### src/rtl/tcc_pkg.sv
/*
 * Constants and types of the sixteen-bit capture/compare timer with pulse output.
 * Assumes an APB master with 32-bit data and word-aligned byte addresses.
 */
package tcc_pkg;

    localparam int unsigned ADDR_W = 8;
    localparam int unsigned CNT_W  = 16;

    // Register byte offsets
    localparam logic [7:0] OFS_MODE_CTRL = 8'h00;
    localparam logic [7:0] OFS_CAPCOMP   = 8'h04;
    localparam logic [7:0] OFS_OUT_CTRL  = 8'h08;
    localparam logic [7:0] OFS_PRESCALER = 8'h0C;
    localparam logic [7:0] OFS_COUNTER   = 8'h10;
    localparam logic [7:0] OFS_CC_A      = 8'h14;
    localparam logic [7:0] OFS_CC_B      = 8'h18;

    // Mode control fields
    localparam int unsigned MODE_LSB  = 2;
    localparam int unsigned TOGE_BIT  = 1;
    localparam int unsigned OVF_BIT   = 0;
    localparam logic [1:0]  MODE_STOP = 2'h0;
    localparam logic [1:0]  MODE_FREE = 2'h1;
    localparam logic [1:0]  MODE_PPG  = 2'h3;

    // Capture/compare control fields
    localparam int unsigned A_CAP_BIT    = 0;
    localparam int unsigned A_TRIG_A_BIT = 1;
    localparam int unsigned B_CAP_BIT    = 2;

    // Output control fields
    localparam int unsigned OUT_EN_BIT = 0;

    // Prescaler fields and codes
    localparam int unsigned B_EDGE_LSB = 5;
    localparam int unsigned A_EDGE_LSB = 3;
    localparam logic [1:0]  EDGE_FALL  = 2'h0;
    localparam logic [1:0]  EDGE_RISE  = 2'h1;
    localparam logic [1:0]  EDGE_NONE  = 2'h2;
    localparam logic [1:0]  EDGE_BOTH  = 2'h3;
    localparam logic [1:0]  CLK_DIV1   = 2'h0;
    localparam logic [1:0]  CLK_DIV2   = 2'h1;
    localparam logic [1:0]  CLK_DIV4   = 2'h2;
    localparam logic [1:0]  CLK_HOLD   = 2'h3;

    // Reset values and counting constants
    localparam logic [7:0]       RST_BYTE = 8'h00;
    localparam logic [CNT_W-1:0] RST_WORD = 16'h0000;
    localparam logic [CNT_W-1:0] CNT_MAX  = 16'hFFFF;
    localparam logic [CNT_W-1:0] CNT_ONE  = 16'h0001;
    localparam logic [1:0]       PRE_ONE  = 2'h1;

    typedef struct packed {
        logic              psel;
        logic              penable;
        logic              pwrite;
        logic [ADDR_W-1:0] paddr;
        logic [31:0]       pwdata;
    } tcc_apb_req_t;

    typedef struct packed {
        logic        pready;
        logic        pslverr;
        logic [31:0] prdata;
    } tcc_apb_rsp_t;

    typedef struct packed {
        logic [2:0] sync_a;
        logic [2:0] sync_b;
        logic [1:0] pre_cnt;
        logic [7:0] mode_ctrl;
        logic [7:0] capcomp;
        logic [7:0] out_ctrl;
        logic [7:0] prescaler;
        logic [CNT_W-1:0] cnt;
        logic [CNT_W-1:0] cc_a;
        logic [CNT_W-1:0] cc_b;
        logic       out_lvl;
        logic       irq_a;
        logic       irq_b;
        tcc_apb_rsp_t rsp;
    } tcc_state_t;

endpackage

### src/rtl/tcc_timer.sv
/*
 * Sixteen-bit capture/compare timer with free-running and pulse-generation modes.
 * Assumes trigger inputs are asynchronous pins and the APB master follows the usual protocol.
 */
// Design decisions made here: the register offsets and the APB slave port.
`timescale 1ns/1ps
`default_nettype none

// Functional notes
// - Reading the counter register returns the current sixteen-bit count.
// - Compare A equal to counter raises match A interrupt; counter keeps running.
// - Capture A takes the count on the chosen trigger input's valid edge.
// - Compare B equal to counter raises match B interrupt; counter keeps running.
// - Capture B takes the count on trigger input A's valid edge only.
// - Mode code 01 counts up by one on every count tick.
// - After the maximum count, next tick sets overflow and wraps to zero.
// - In free-running mode each register is independently compare or capture.
// - With both compares, each match toggles output and raises its interrupt.
// - Capture B in free-running mode also raises the match B interrupt.
// - Both capture: output holds, unless toggle-on-edge bit makes input A edges toggle.
// - Both capture: edge A captures into B, the chosen trigger input's edge into A.
// - Both capture with only input B edges enabled: no captures into B.
// - Mode code 11 clears counter on match A; output is period-A, width-B wave.
// - Period is A plus one ticks; high time is B plus one ticks.
// - Trigger B valid edge is selected by prescaler bits 6 and 5.
module tcc_timer (
    input  wire logic                       ref_clk_i,
    input  wire logic                       reset_i,
    input  wire tcc_pkg::tcc_apb_req_t      apb_req_i,
    output var  tcc_pkg::tcc_apb_rsp_t      apb_rsp_o,
    input  wire logic                       trigger_input_a_i,
    input  wire logic                       trigger_input_b_i,
    output logic                            timer_output_pin_o,
    output logic                            match_a_irq_o,
    output logic                            match_b_irq_o
);

    tcc_pkg::tcc_state_t s_q;
    tcc_pkg::tcc_state_t s_d;

    logic                     tick;
    logic                     edge_a;
    logic                     edge_b;
    logic [1:0]               mode;
    logic                     a_cap;
    logic                     b_cap;
    logic                     match_a;
    logic                     match_b;
    logic                     cap_a;
    logic                     cap_b;
    logic                     access;

    // Valid-edge test on the agreeing synchroniser stages only
    function automatic logic valid_edge(input logic [2:0] sy, input logic [1:0] sel);
        logic rise;
        logic fall;
        rise = sy[1] & ~sy[2];
        fall = ~sy[1] & sy[2];
        case (sel)
            tcc_pkg::EDGE_FALL: valid_edge = fall;
            tcc_pkg::EDGE_RISE: valid_edge = rise;
            tcc_pkg::EDGE_BOTH: valid_edge = rise | fall;
            default:            valid_edge = 1'b0;
        endcase
    endfunction

    function automatic logic hit(input logic [7:0] a, input logic [7:0] ofs);
        hit = (a == ofs);
    endfunction

    always_comb begin
        mode   = s_q.mode_ctrl[tcc_pkg::MODE_LSB +: 2];
        a_cap  = s_q.capcomp[tcc_pkg::A_CAP_BIT] && (mode == tcc_pkg::MODE_FREE);
        b_cap  = s_q.capcomp[tcc_pkg::B_CAP_BIT] && (mode == tcc_pkg::MODE_FREE);
        edge_a = valid_edge(s_q.sync_a, s_q.prescaler[tcc_pkg::A_EDGE_LSB +: 2]);
        edge_b = valid_edge(s_q.sync_b, s_q.prescaler[tcc_pkg::B_EDGE_LSB +: 2]);
        case (s_q.prescaler[1:0])
            tcc_pkg::CLK_DIV1: tick = 1'b1;
            tcc_pkg::CLK_DIV2: tick = s_q.pre_cnt[0];
            tcc_pkg::CLK_DIV4: tick = &s_q.pre_cnt;
            default:           tick = 1'b0;
        endcase
        if (mode != tcc_pkg::MODE_FREE && mode != tcc_pkg::MODE_PPG) begin
            tick = 1'b0;
        end
        match_a = tick && !a_cap && (s_q.cnt == s_q.cc_a);
        match_b = tick && !b_cap && (s_q.cnt == s_q.cc_b);
        cap_a   = a_cap && (s_q.capcomp[tcc_pkg::A_TRIG_A_BIT] ? edge_a : edge_b);
        cap_b   = b_cap && edge_a;
        access  = apb_req_i.psel && apb_req_i.penable && !s_q.rsp.pready;
    end

    always_comb begin
        s_d = s_q;
        s_d.sync_a  = {s_q.sync_a[1:0], trigger_input_a_i};
        s_d.sync_b  = {s_q.sync_b[1:0], trigger_input_b_i};
        s_d.pre_cnt = s_q.pre_cnt + tcc_pkg::PRE_ONE;
        s_d.irq_a   = match_a || cap_a;
        s_d.irq_b   = match_b || cap_b;

        // Register access, one wait state; hardware events below override writes
        s_d.rsp.pready  = access;
        s_d.rsp.pslverr = 1'b0;
        s_d.rsp.prdata  = '0;
        if (access) begin
            if (apb_req_i.pwrite) begin
                if (hit(apb_req_i.paddr, tcc_pkg::OFS_MODE_CTRL)) begin
                    s_d.mode_ctrl = apb_req_i.pwdata[7:0];
                end else if (hit(apb_req_i.paddr, tcc_pkg::OFS_CAPCOMP)) begin
                    s_d.capcomp = apb_req_i.pwdata[7:0];
                end else if (hit(apb_req_i.paddr, tcc_pkg::OFS_OUT_CTRL)) begin
                    s_d.out_ctrl = apb_req_i.pwdata[7:0];
                end else if (hit(apb_req_i.paddr, tcc_pkg::OFS_PRESCALER)) begin
                    s_d.prescaler = apb_req_i.pwdata[7:0];
                end else if (hit(apb_req_i.paddr, tcc_pkg::OFS_CC_A)) begin
                    s_d.cc_a = apb_req_i.pwdata[15:0];
                end else if (hit(apb_req_i.paddr, tcc_pkg::OFS_CC_B)) begin
                    s_d.cc_b = apb_req_i.pwdata[15:0];
                end else if (!hit(apb_req_i.paddr, tcc_pkg::OFS_COUNTER)) begin
                    s_d.rsp.pslverr = 1'b1;
                end
            end else begin
                if (hit(apb_req_i.paddr, tcc_pkg::OFS_MODE_CTRL)) begin
                    s_d.rsp.prdata[7:0] = s_q.mode_ctrl;
                end else if (hit(apb_req_i.paddr, tcc_pkg::OFS_CAPCOMP)) begin
                    s_d.rsp.prdata[7:0] = s_q.capcomp;
                end else if (hit(apb_req_i.paddr, tcc_pkg::OFS_OUT_CTRL)) begin
                    s_d.rsp.prdata[7:0] = s_q.out_ctrl;
                end else if (hit(apb_req_i.paddr, tcc_pkg::OFS_PRESCALER)) begin
                    s_d.rsp.prdata[7:0] = s_q.prescaler;
                end else if (hit(apb_req_i.paddr, tcc_pkg::OFS_COUNTER)) begin
                    s_d.rsp.prdata[15:0] = s_q.cnt;
                end else if (hit(apb_req_i.paddr, tcc_pkg::OFS_CC_A)) begin
                    s_d.rsp.prdata[15:0] = s_q.cc_a;
                end else if (hit(apb_req_i.paddr, tcc_pkg::OFS_CC_B)) begin
                    s_d.rsp.prdata[15:0] = s_q.cc_b;
                end else begin
                    s_d.rsp.pslverr = 1'b1;
                end
            end
        end

        // Counter
        if (s_q.prescaler[1:0] == tcc_pkg::CLK_HOLD || mode == tcc_pkg::MODE_STOP) begin
            s_d.cnt = tcc_pkg::RST_WORD;
        end else if (tick) begin
            if (mode == tcc_pkg::MODE_PPG && s_q.cnt == s_q.cc_a) begin
                s_d.cnt = tcc_pkg::RST_WORD;
            end else begin
                s_d.cnt = s_q.cnt + tcc_pkg::CNT_ONE;
            end
            if (mode == tcc_pkg::MODE_FREE && s_q.cnt == tcc_pkg::CNT_MAX) begin
                s_d.mode_ctrl[tcc_pkg::OVF_BIT] = 1'b1;
            end
        end

        // Captures win over a same-cycle register write
        if (cap_a) begin
            s_d.cc_a = s_q.cnt;
        end
        if (cap_b) begin
            s_d.cc_b = s_q.cnt;
        end

        // Output pin; disabled output parks low
        if (!s_q.out_ctrl[tcc_pkg::OUT_EN_BIT]) begin
            s_d.out_lvl = 1'b0;
        end else if (mode == tcc_pkg::MODE_PPG) begin
            if (match_b) begin
                s_d.out_lvl = 1'b0;
            end else if (match_a) begin
                s_d.out_lvl = 1'b1;
            end
        end else if (mode == tcc_pkg::MODE_FREE) begin
            if (a_cap && b_cap) begin
                if (s_q.mode_ctrl[tcc_pkg::TOGE_BIT] && edge_a) begin
                    s_d.out_lvl = ~s_q.out_lvl;
                end
            end else if (match_a ^ match_b) begin
                s_d.out_lvl = ~s_q.out_lvl;
            end
        end
    end

    always_ff @(posedge ref_clk_i or posedge reset_i) begin
        if (reset_i) begin
            s_q <= '0;
        end else begin
            s_q <= s_d;
        end
    end

    assign apb_rsp_o          = s_q.rsp;
    assign timer_output_pin_o = s_q.out_lvl;
    assign match_a_irq_o      = s_q.irq_a;
    assign match_b_irq_o      = s_q.irq_b;

    logic rd_cnt;
    assign rd_cnt = access && !apb_req_i.pwrite && hit(apb_req_i.paddr, tcc_pkg::OFS_COUNTER);

    // Writes that may legally move a register with no hardware event
    logic wr_mode;
    logic wr_cc_a;
    logic wr_cc_b;
    assign wr_mode = access && apb_req_i.pwrite && hit(apb_req_i.paddr, tcc_pkg::OFS_MODE_CTRL);
    assign wr_cc_a = access && apb_req_i.pwrite && hit(apb_req_i.paddr, tcc_pkg::OFS_CC_A);
    assign wr_cc_b = access && apb_req_i.pwrite && hit(apb_req_i.paddr, tcc_pkg::OFS_CC_B);
endmodule

`default_nettype wire

### config.mk
export PLATFORM = sky130hd
export DESIGN_NAME = tcc_timer
export DESIGN_NICKNAME = d
export VERILOG_FILES = /design/src/rtl/tcc_pkg.sv /design/src/rtl/tcc_timer.sv
export SDC_FILE = /design/constraint.sdc
export NUM_CORES = 1
export LEC_CHECK = 0
export BUFFER_PORTS_ARGS = -buffer_cell sky130_fd_sc_hd__buf_2
export CORE_MARGIN = 2
export CORE_UTILIZATION = 45
export DETAILED_ROUTE_END_ITERATION = 12
export GPL_ROUTABILITY_DRIVEN = 0
export SYNTH_ARGS = -nofsm -noshare
export SYNTH_HDL_FRONTEND = slang
export SYNTH_SLANG_ARGS = --single-unit
export TNS_END_PERCENT = 100
### constraint.sdc
create_clock -name ref_clk_i -period 3.7 [get_ports ref_clk_i]
set_input_delay 0.185 -clock ref_clk_i [delete_from_list [all_inputs] [get_ports ref_clk_i]]
set_output_delay 0.185 -clock ref_clk_i [all_outputs]
set_load 0.005 [all_outputs]
==> results of run 1 <==
[what timing repair did]
item | 4_1_cts | 5_1_grt
resized for setup | 0 | 0
hold buffers | 3 | 0
hold endpoints to repair | 13 | 0
[sequential cells by signal, summed over array words and instances (netlist names)]
name / flops
s_q: 82
timer_output_pin_o: 1
match_b_irq_o: 1
match_a_irq_o: 1
mode: 2
s_d: 4
apb_rsp_o: 18
[worst register-to-register path, cell delays in order, from the launching register on]
cell and delay, ns:
dfrtp_1 0.50, xnor2_1 0.30, nand4_1 0.17, nor4_2 0.58, or3b_2 0.53, a311oi_1 0.26, nand3_1 0.12
[worst min-delay path by stage]
stage	from	to	slack (ns)	depth (start not counted)
2_1_floorplan	trigger_input_b_i	s_d[120]$_DFF_PP0_	0.22	0
3_3_place_gp	trigger_input_a_i	s_d[123]$_DFF_PP0_	0.29	1
3_5_place_dp	trigger_input_a_i	s_d[123]$_DFF_PP0_	0.30	1
4_1_cts	apb_req_i[41]	apb_rsp_o[33]$_DFF_PP0_	0.09	3
5_1_grt	apb_req_i[41]	apb_rsp_o[33]$_DFF_PP0_	0.14	3
6_report	apb_req_i[41]	apb_rsp_o[33]$_DFF_PP0_	0.10	3
[per-stage QoR]
stage	hold slack (ns)	area (um^2)	cells
after floorplan	0.216	6120	632
after global routing	0.138	6590	813
after global placement	0.293	6260	795
after detailed placement	0.299	6260	795
after CTS	0.0912	6590	813
final	0.104	6590	813
[power by group through the flow]
stage	logic (mW)	clock network (mW)	registers (mW)
after floorplan	0.440	0	1.33
after detailed placement	0.449	0	1.44
after global placement	0.439	0	1.43
after CTS	0.455	1.01	1.42
after global routing	0.510	1.05	1.43
final	0.451	0.984	1.42
[layout by cell type, fill, tap and decap left out, types with 3 or more instances in the layout]
cell type,count
dfrtp_1,109
nor2_1,55
buf_2,51
a21oi_1,50
mux2i_1,46
nand2_1,43
mux2_2,35
xnor2_1,34
o21ai_0,26
inv_1,18
conb_1,16
nand3_1,13
nand4_1,11
buf_4,10
nor3_1,9
nor3b_1,9
clkbuf_16,9
nand2b_1,8
xor2_1,8
a211oi_1,6
ha_1,6
a31oi_1,4
and3_1,4
o22ai_1,3
or3_1,3
dlygate4sd3_1,3
[metal layers]
metal / up-vias / track usage (%)
li1: 2122 / -
met1: 2130 / 29.7
met2: 106 / 32.4
met3: 20 / 3.66
met4: 0 / 7.35
met5: - / 0
[area by class of cell]
class	count	area, um^2
inverters	19	73.8
repair buffers	64	360
fillers	1230	6600
multi-input cells	430	2910
clock inverters	4	55.1
flip-flops and latches	109	2730
well taps	176	220
clock buffers	11	243
[cells by family (layout without fill, tap and decap cells)]
kind of cell,after synthesis,count (layout)
AOI/OAI and AO/OA,105,105
xor gates and xnor gates,42,42
other,1,16
and+or+nand+nor,180,180
adders and majority gates,6,6
muxes,81,81
DFF,109,109
buffers and inverters,93,98
==> results.json, run 1 <==
{
  "status": "completed",
  "crit_path_start_kind": "flip-flop",
  "synth_cells": 617,
  "leakage_nw": 3.23,
  "slowest_delay_ns": 0.58,
  "yosysUniqueCellTypes": 56,
  "wl_met2_um": 6410,
  "firstDrtPassIters": 4,
  "switching_power_mw": 0.831,
  "seq_area_frac_synth_pct": 45.0,
  "setup_viol": 0,
  "ios": 84,
  "coreArea_um2": 13200,
  "r2r-end": "timer_output_pin_o$_DFFE_PP0P_",
  "insertion_delay_ns": 0.36,
  "skew_ns": 0.0134,
  "grt.overflow.total": 0,
  "highest_layer": "met4",
  "worstSetupPathDepth": 6,
  "clk_pin_slew_worst_paths_ns": 0.07,
  "p_per_area_nw_per_um2": 433,
  "wl_met1_um": 6720,
  "synthArstFlopShare_pct": 100,
  "io_buffers": 51,
  "postRouteAntennaNets": 0,
  "ctsRootBufferMaster": "clkbuf_16",
  "ys_ff_latch": 109,
  "yosys.area_share.simple_pct": 15.4,
  "initialDrtViolationCount": 329,
  "drive_gt1_share_pct": 19.3,
  "synth_warnings": 0,
  "die_x_um": 120,
  "hold_class": "in2reg",
  "grt_max_degree": 62,
  "comb_power_share_pct": 15.8,
  "via_count": 4378,
  "synth_area_leaders": "dfrtp_1 (45%), mux2i_1 (7.6%), mux2_2 (6.5%)",
  "cp_data_required_time_ns": 3.92,
  "htree_levels": 3,
  "syn_area_um2": 6060,
  "yosysMostFrequentCell": "dfrtp_1",
  "worst_pin_slew_ns": 0.806,
  "viasPerCell": 5.38,
  "post-dp-hpwl_um": 10000,
  "rr_worst_depth": 6,
  "path_cells": "xnor2_1 -> nand4_1 -> nor4_2 -> or3b_2 -> a311oi_1 -> nand3_1",
  "crit_family": "simple AND/OR/NAND/NOR gates",
  "cp.buffers_inverters": 0,
  "grt_setup_unrepaired": "no",
  "worstSetupEndpointType": "flip-flop",
  "layout_setup_ws_ns": 1.12,
  "slowest_stage": "nor4_2",
  "total_power_mw": 2.85,
  "cts_buffers": 9,
  "tns_ns": 0,
  "r2r_setup_slack_ns": 1.12,
  "met3_length_um": 707,
  "die_h_um": 120,
  "cts_tree": "done",
  "rows": 42,
  "synth_area_leader_cell": "dfrtp_1",
  "clkSinkCount": 109,
  "maxCapViolations": 0,
  "fin_nets": 686,
  "maxClockFrequency_mhz": 388,
  "initial_utilization_pct": 46.0,
  "place_ws_ns": 1.15,
  "yosys_most_used_dff": "dfrtp_1",
  "avgSynthCellArea_um2": 9.83,
  "power.clock.fraction_pct": 34.5,
  "synth_commonest_cells": "dfrtp_1 (109), nor2_1 (55), a21oi_1 (50)",
  "area.growth.synth_to_final_pct": 8.73,
  "power_frac_seq_pct": 49.7,
  "grt_use_total_pct": 21.0,
  "die-area_um2": 14400,
  "clock_path_buffers": 2,
  "post_drt_wl_per_cell_um": 17.3,
  "synth_compound_area_share_pct": 10.1,
  "synth_top_family_by_area": "simple AND/OR/NAND/NOR gates",
  "finalHoldViolations": 0,
  "switching_share_pct": 29.1,
  "power.internal_mw": 2.02,
  "wl_um": 14100,
  "cp.arrival_ns": 2.80,
  "peakVddDrop_uv": 217,
  "grt_pass1_wl_um": 23300,
  "synth_fa_ha_area_share_pct": 1.24,
  "utilization_pct": 50.0,
  "max-slew-margin-rel_pct": 46.2,
  "maxSlewViolCount": 0,
  "min_period_over_period_pct": 69.7,
  "first_global_vias": 4397,
  "synth_top_area_share_pct": 45.0,
  "reg2reg_from": "s_q[73]$_DFFE_PP0P_",
  "period_minus_slack_ns": 2.58,
  "cts_setup_buffers": 0,
  "muxShareOfSynthArea_pct": 14.1,
  "diodes": 0,
  "antenna_found_initial": 0,
  "critical_path_class": "reg2reg",
  "synth_xor_area_share_pct": 6.07,
  "endpoint": "timer_output_pin_o$_DFFE_PP0P_",
  "startpoint": "s_q[73]$_DFFE_PP0P_",
  "synth-edff-count": 0,
  "path_max_fanout": 9,
  "drc_errors": 0
}
(Power assumes the default switching activity.)
==> inputs of run 2 (changes only) <==
clock period = 2.4 ns   (was 3.7 ns; I/O delays follow)
==> run 2 against run 1 <==
Via count is 2.7% higher. Cell count is 3.0% higher. Hold slack worse by 0.046 ns. Sequential cell count stayed put. Critical path depth stayed put. Combinational power is 110% higher. Non-clock buffer count is 23 higher. Final area is 3.9% higher. Global-route usage is 0.27 points higher.
==> results.json, run 2 (synthesis results as in run 1) <==
{
  "place_ws_ns": 0.159,
  "layout_setup_ws_ns": 0.172,
  "worst_pin_slew_ns": 0.781,
  "final_cell_mix": "dfrtp_1 (109), nor2_1 (55), buf_2 (51), a21oi_1 (50), mux2i_1 (46)",
  "clkSinkCount": 109,
  "grt.overflow.total": 0,
  "post_drt_wl_per_cell_um": 17.3,
  "largest_register_ffs": 82,
  "ios": 84,
  "worstSetupEndpointType": "flip-flop",
  "initialDrtViolationCount": 344,
  "total_power_mw": 4.68,
  "clk_pin_slew_worst_paths_ns": 0.07,
  "leakage_nw": 3.38,
  "insertion_delay_ns": 0.35,
  "postLayoutCellArea_um2": 6850,
  "clock_path_buffers": 2,
  "grt_max_degree": 36,
  "status": "completed",
  "grt_setup_unrepaired": "no",
  "diodes": 0,
  "crit_path_start_kind": "flip-flop",
  "cts_setup_buffers": 0,
  "die_x_um": 120,
  "layout.cells.non_filler": 837,
  "firstDrtPassIters": 5,
  "drive_gt1_share_pct": 22.4,
  "drc_errors": 0,
  "viasPerCell": 5.37,
  "ff_latch_area_um2": 2730,
  "tns_ns": 0,
  "hold_class": "in2reg",
  "maxSlewViolCount": 0,
  "area.growth.synth_to_final_pct": 13.0,
  "cp_data_required_time_ns": 2.63,
  "die-area_um2": 14400,
  "min_period_over_period_pct": 92.8,
  "setup_viol": 0,
  "grt_use_total_pct": 21.2,
  "largest-register": "s_q",
  "path_max_fanout": 3,
  "wl_um": 14500,
  "cts_tree": "done",
  "grt_pass1_wl_um": 23700,
  "post-dp-hpwl_um": 10200,
  "finalHoldViolations": 0,
  "multi_input_area_um2": 2910,
  "via_count": 4496,
  "maxClockFrequency_mhz": 449,
  "final_common_cell": "dfrtp_1",
  "rows": 42,
  "postRouteAntennaNets": 0,
  "placed_area_um2": 6470,
  "period_minus_slack_ns": 2.23,
  "maxCapViolations": 0,
  "cp.arrival_ns": 2.45,
  "cts_buffers": 9,
  "ctsRootBufferMaster": "clkbuf_16",
  "fin_nets": 709,
  "io_buffers": 51,
  "htree_levels": 3,
  "die_h_um": 120,
  "max-slew-margin-rel_pct": 47.7,
  "peakVddDrop_uv": 378,
  "critical_path_class": "reg2reg",
  "place_inst": 818,
  "utilization_pct": 51.9,
  "skew_ns": 0.00862,
  "initial_utilization_pct": 46.0,
  "fill_cells": 1221,
  "antenna_found_initial": 1,
  "coreArea_um2": 13200,
  "first_global_vias": 4333,
  "p_per_area_nw_per_um2": 683,
  "hold_ws_ns": 0.0582
}
==> run 2: cell count changes in the layout (fill, tap and decap cells not counted) <==
| cell | before | now |
|---|---|---|
| buf_12 | 0 | 3 |
| buf_4 | 10 | 30 |
| bufinv_16 | 1 | 2 |
| clkbuf_1 | 1 | 0 |
| clkbuf_8 | 1 | 3 |
| clkinv_4 | 0 | 1 |
| inv_4 | 1 | 0 |
| inv_6 | 2 | 1 |
==> run 2: timing repair <==
item,in CTS,in global routing
hold endpoints to repair,23,0
hold buffers,3,0
gates resized for setup,0,0
==> run 2: worst paths after layout <==
path                                startpoint                              to  slack (ns)  cells after the start
setup / recovery           s_q[55]$_DFFE_PP0P_  timer_output_pin_o$_DFFE_PP0P_        0.17                      6
hold / removal                   apb_req_i[41]         apb_rsp_o[33]$_DFF_PP0_        0.06                      3
max in group asynchronous              reset_i             s_q[50]$_DFFE_PP0P_        1.36                      4
hold reg to reg             s_d[123]$_DFF_PP0_              s_d[124]$_DFF_PP0_        0.35                      0
min in group asynchronous              reset_i          apb_rsp_o[6]$_DFF_PP0_        0.38                      3
setup reg to reg           s_q[55]$_DFFE_PP0P_  timer_output_pin_o$_DFFE_PP0P_        0.17                      6
==> run 2: power breakdown <==
group / internal [mW] / switching (mW) / total, mW
clock: 1.01 / 0.680 / 1.69
combinational: 0.411 / 0.533 / 0.944
sequential: 1.96 / 0.0956 / 2.05
total: 3.37 / 1.31 / 4.68
==> run 2: layout make-up <==
type | count | share of cell area [%]
Clock buffer | 12 | 3.89
Multi-Input combinational cell | 430 | 42.5
Inverter | 19 | 1.10
Sequential cell | 109 | 39.8
Tap cell | 176 | 3.22
Clock inverter | 4 | 1.13
Timing Repair Buffer | 87 | 8.33
==> run 2: metal layers <==
| metal | routed length (um) | vias up | GRT usage (%) | share of wire (%) |
|---|---|---|---|---|
| li1 | - | 2163 | - | - |
| met1 | 6850 | 2204 | 30.2 | 47 |
| met2 | 6670 | 116 | 33.3 | 46 |
| met3 | 790 | 13 | 3.90 | 5.4 |
| met4 | 190 | 0 | 5.81 | 1.3 |
| met5 | 0 | - | 0 | 0 |
==> run 2: critical path: stages, from the launching register on <==
cell	delay, ns
dfrtp_1	0.42
xnor2_1	0.20
nand4_1	0.17
nor4_2	0.46
or3b_2	0.51
a311oi_1	0.25
nand3_1	0.11
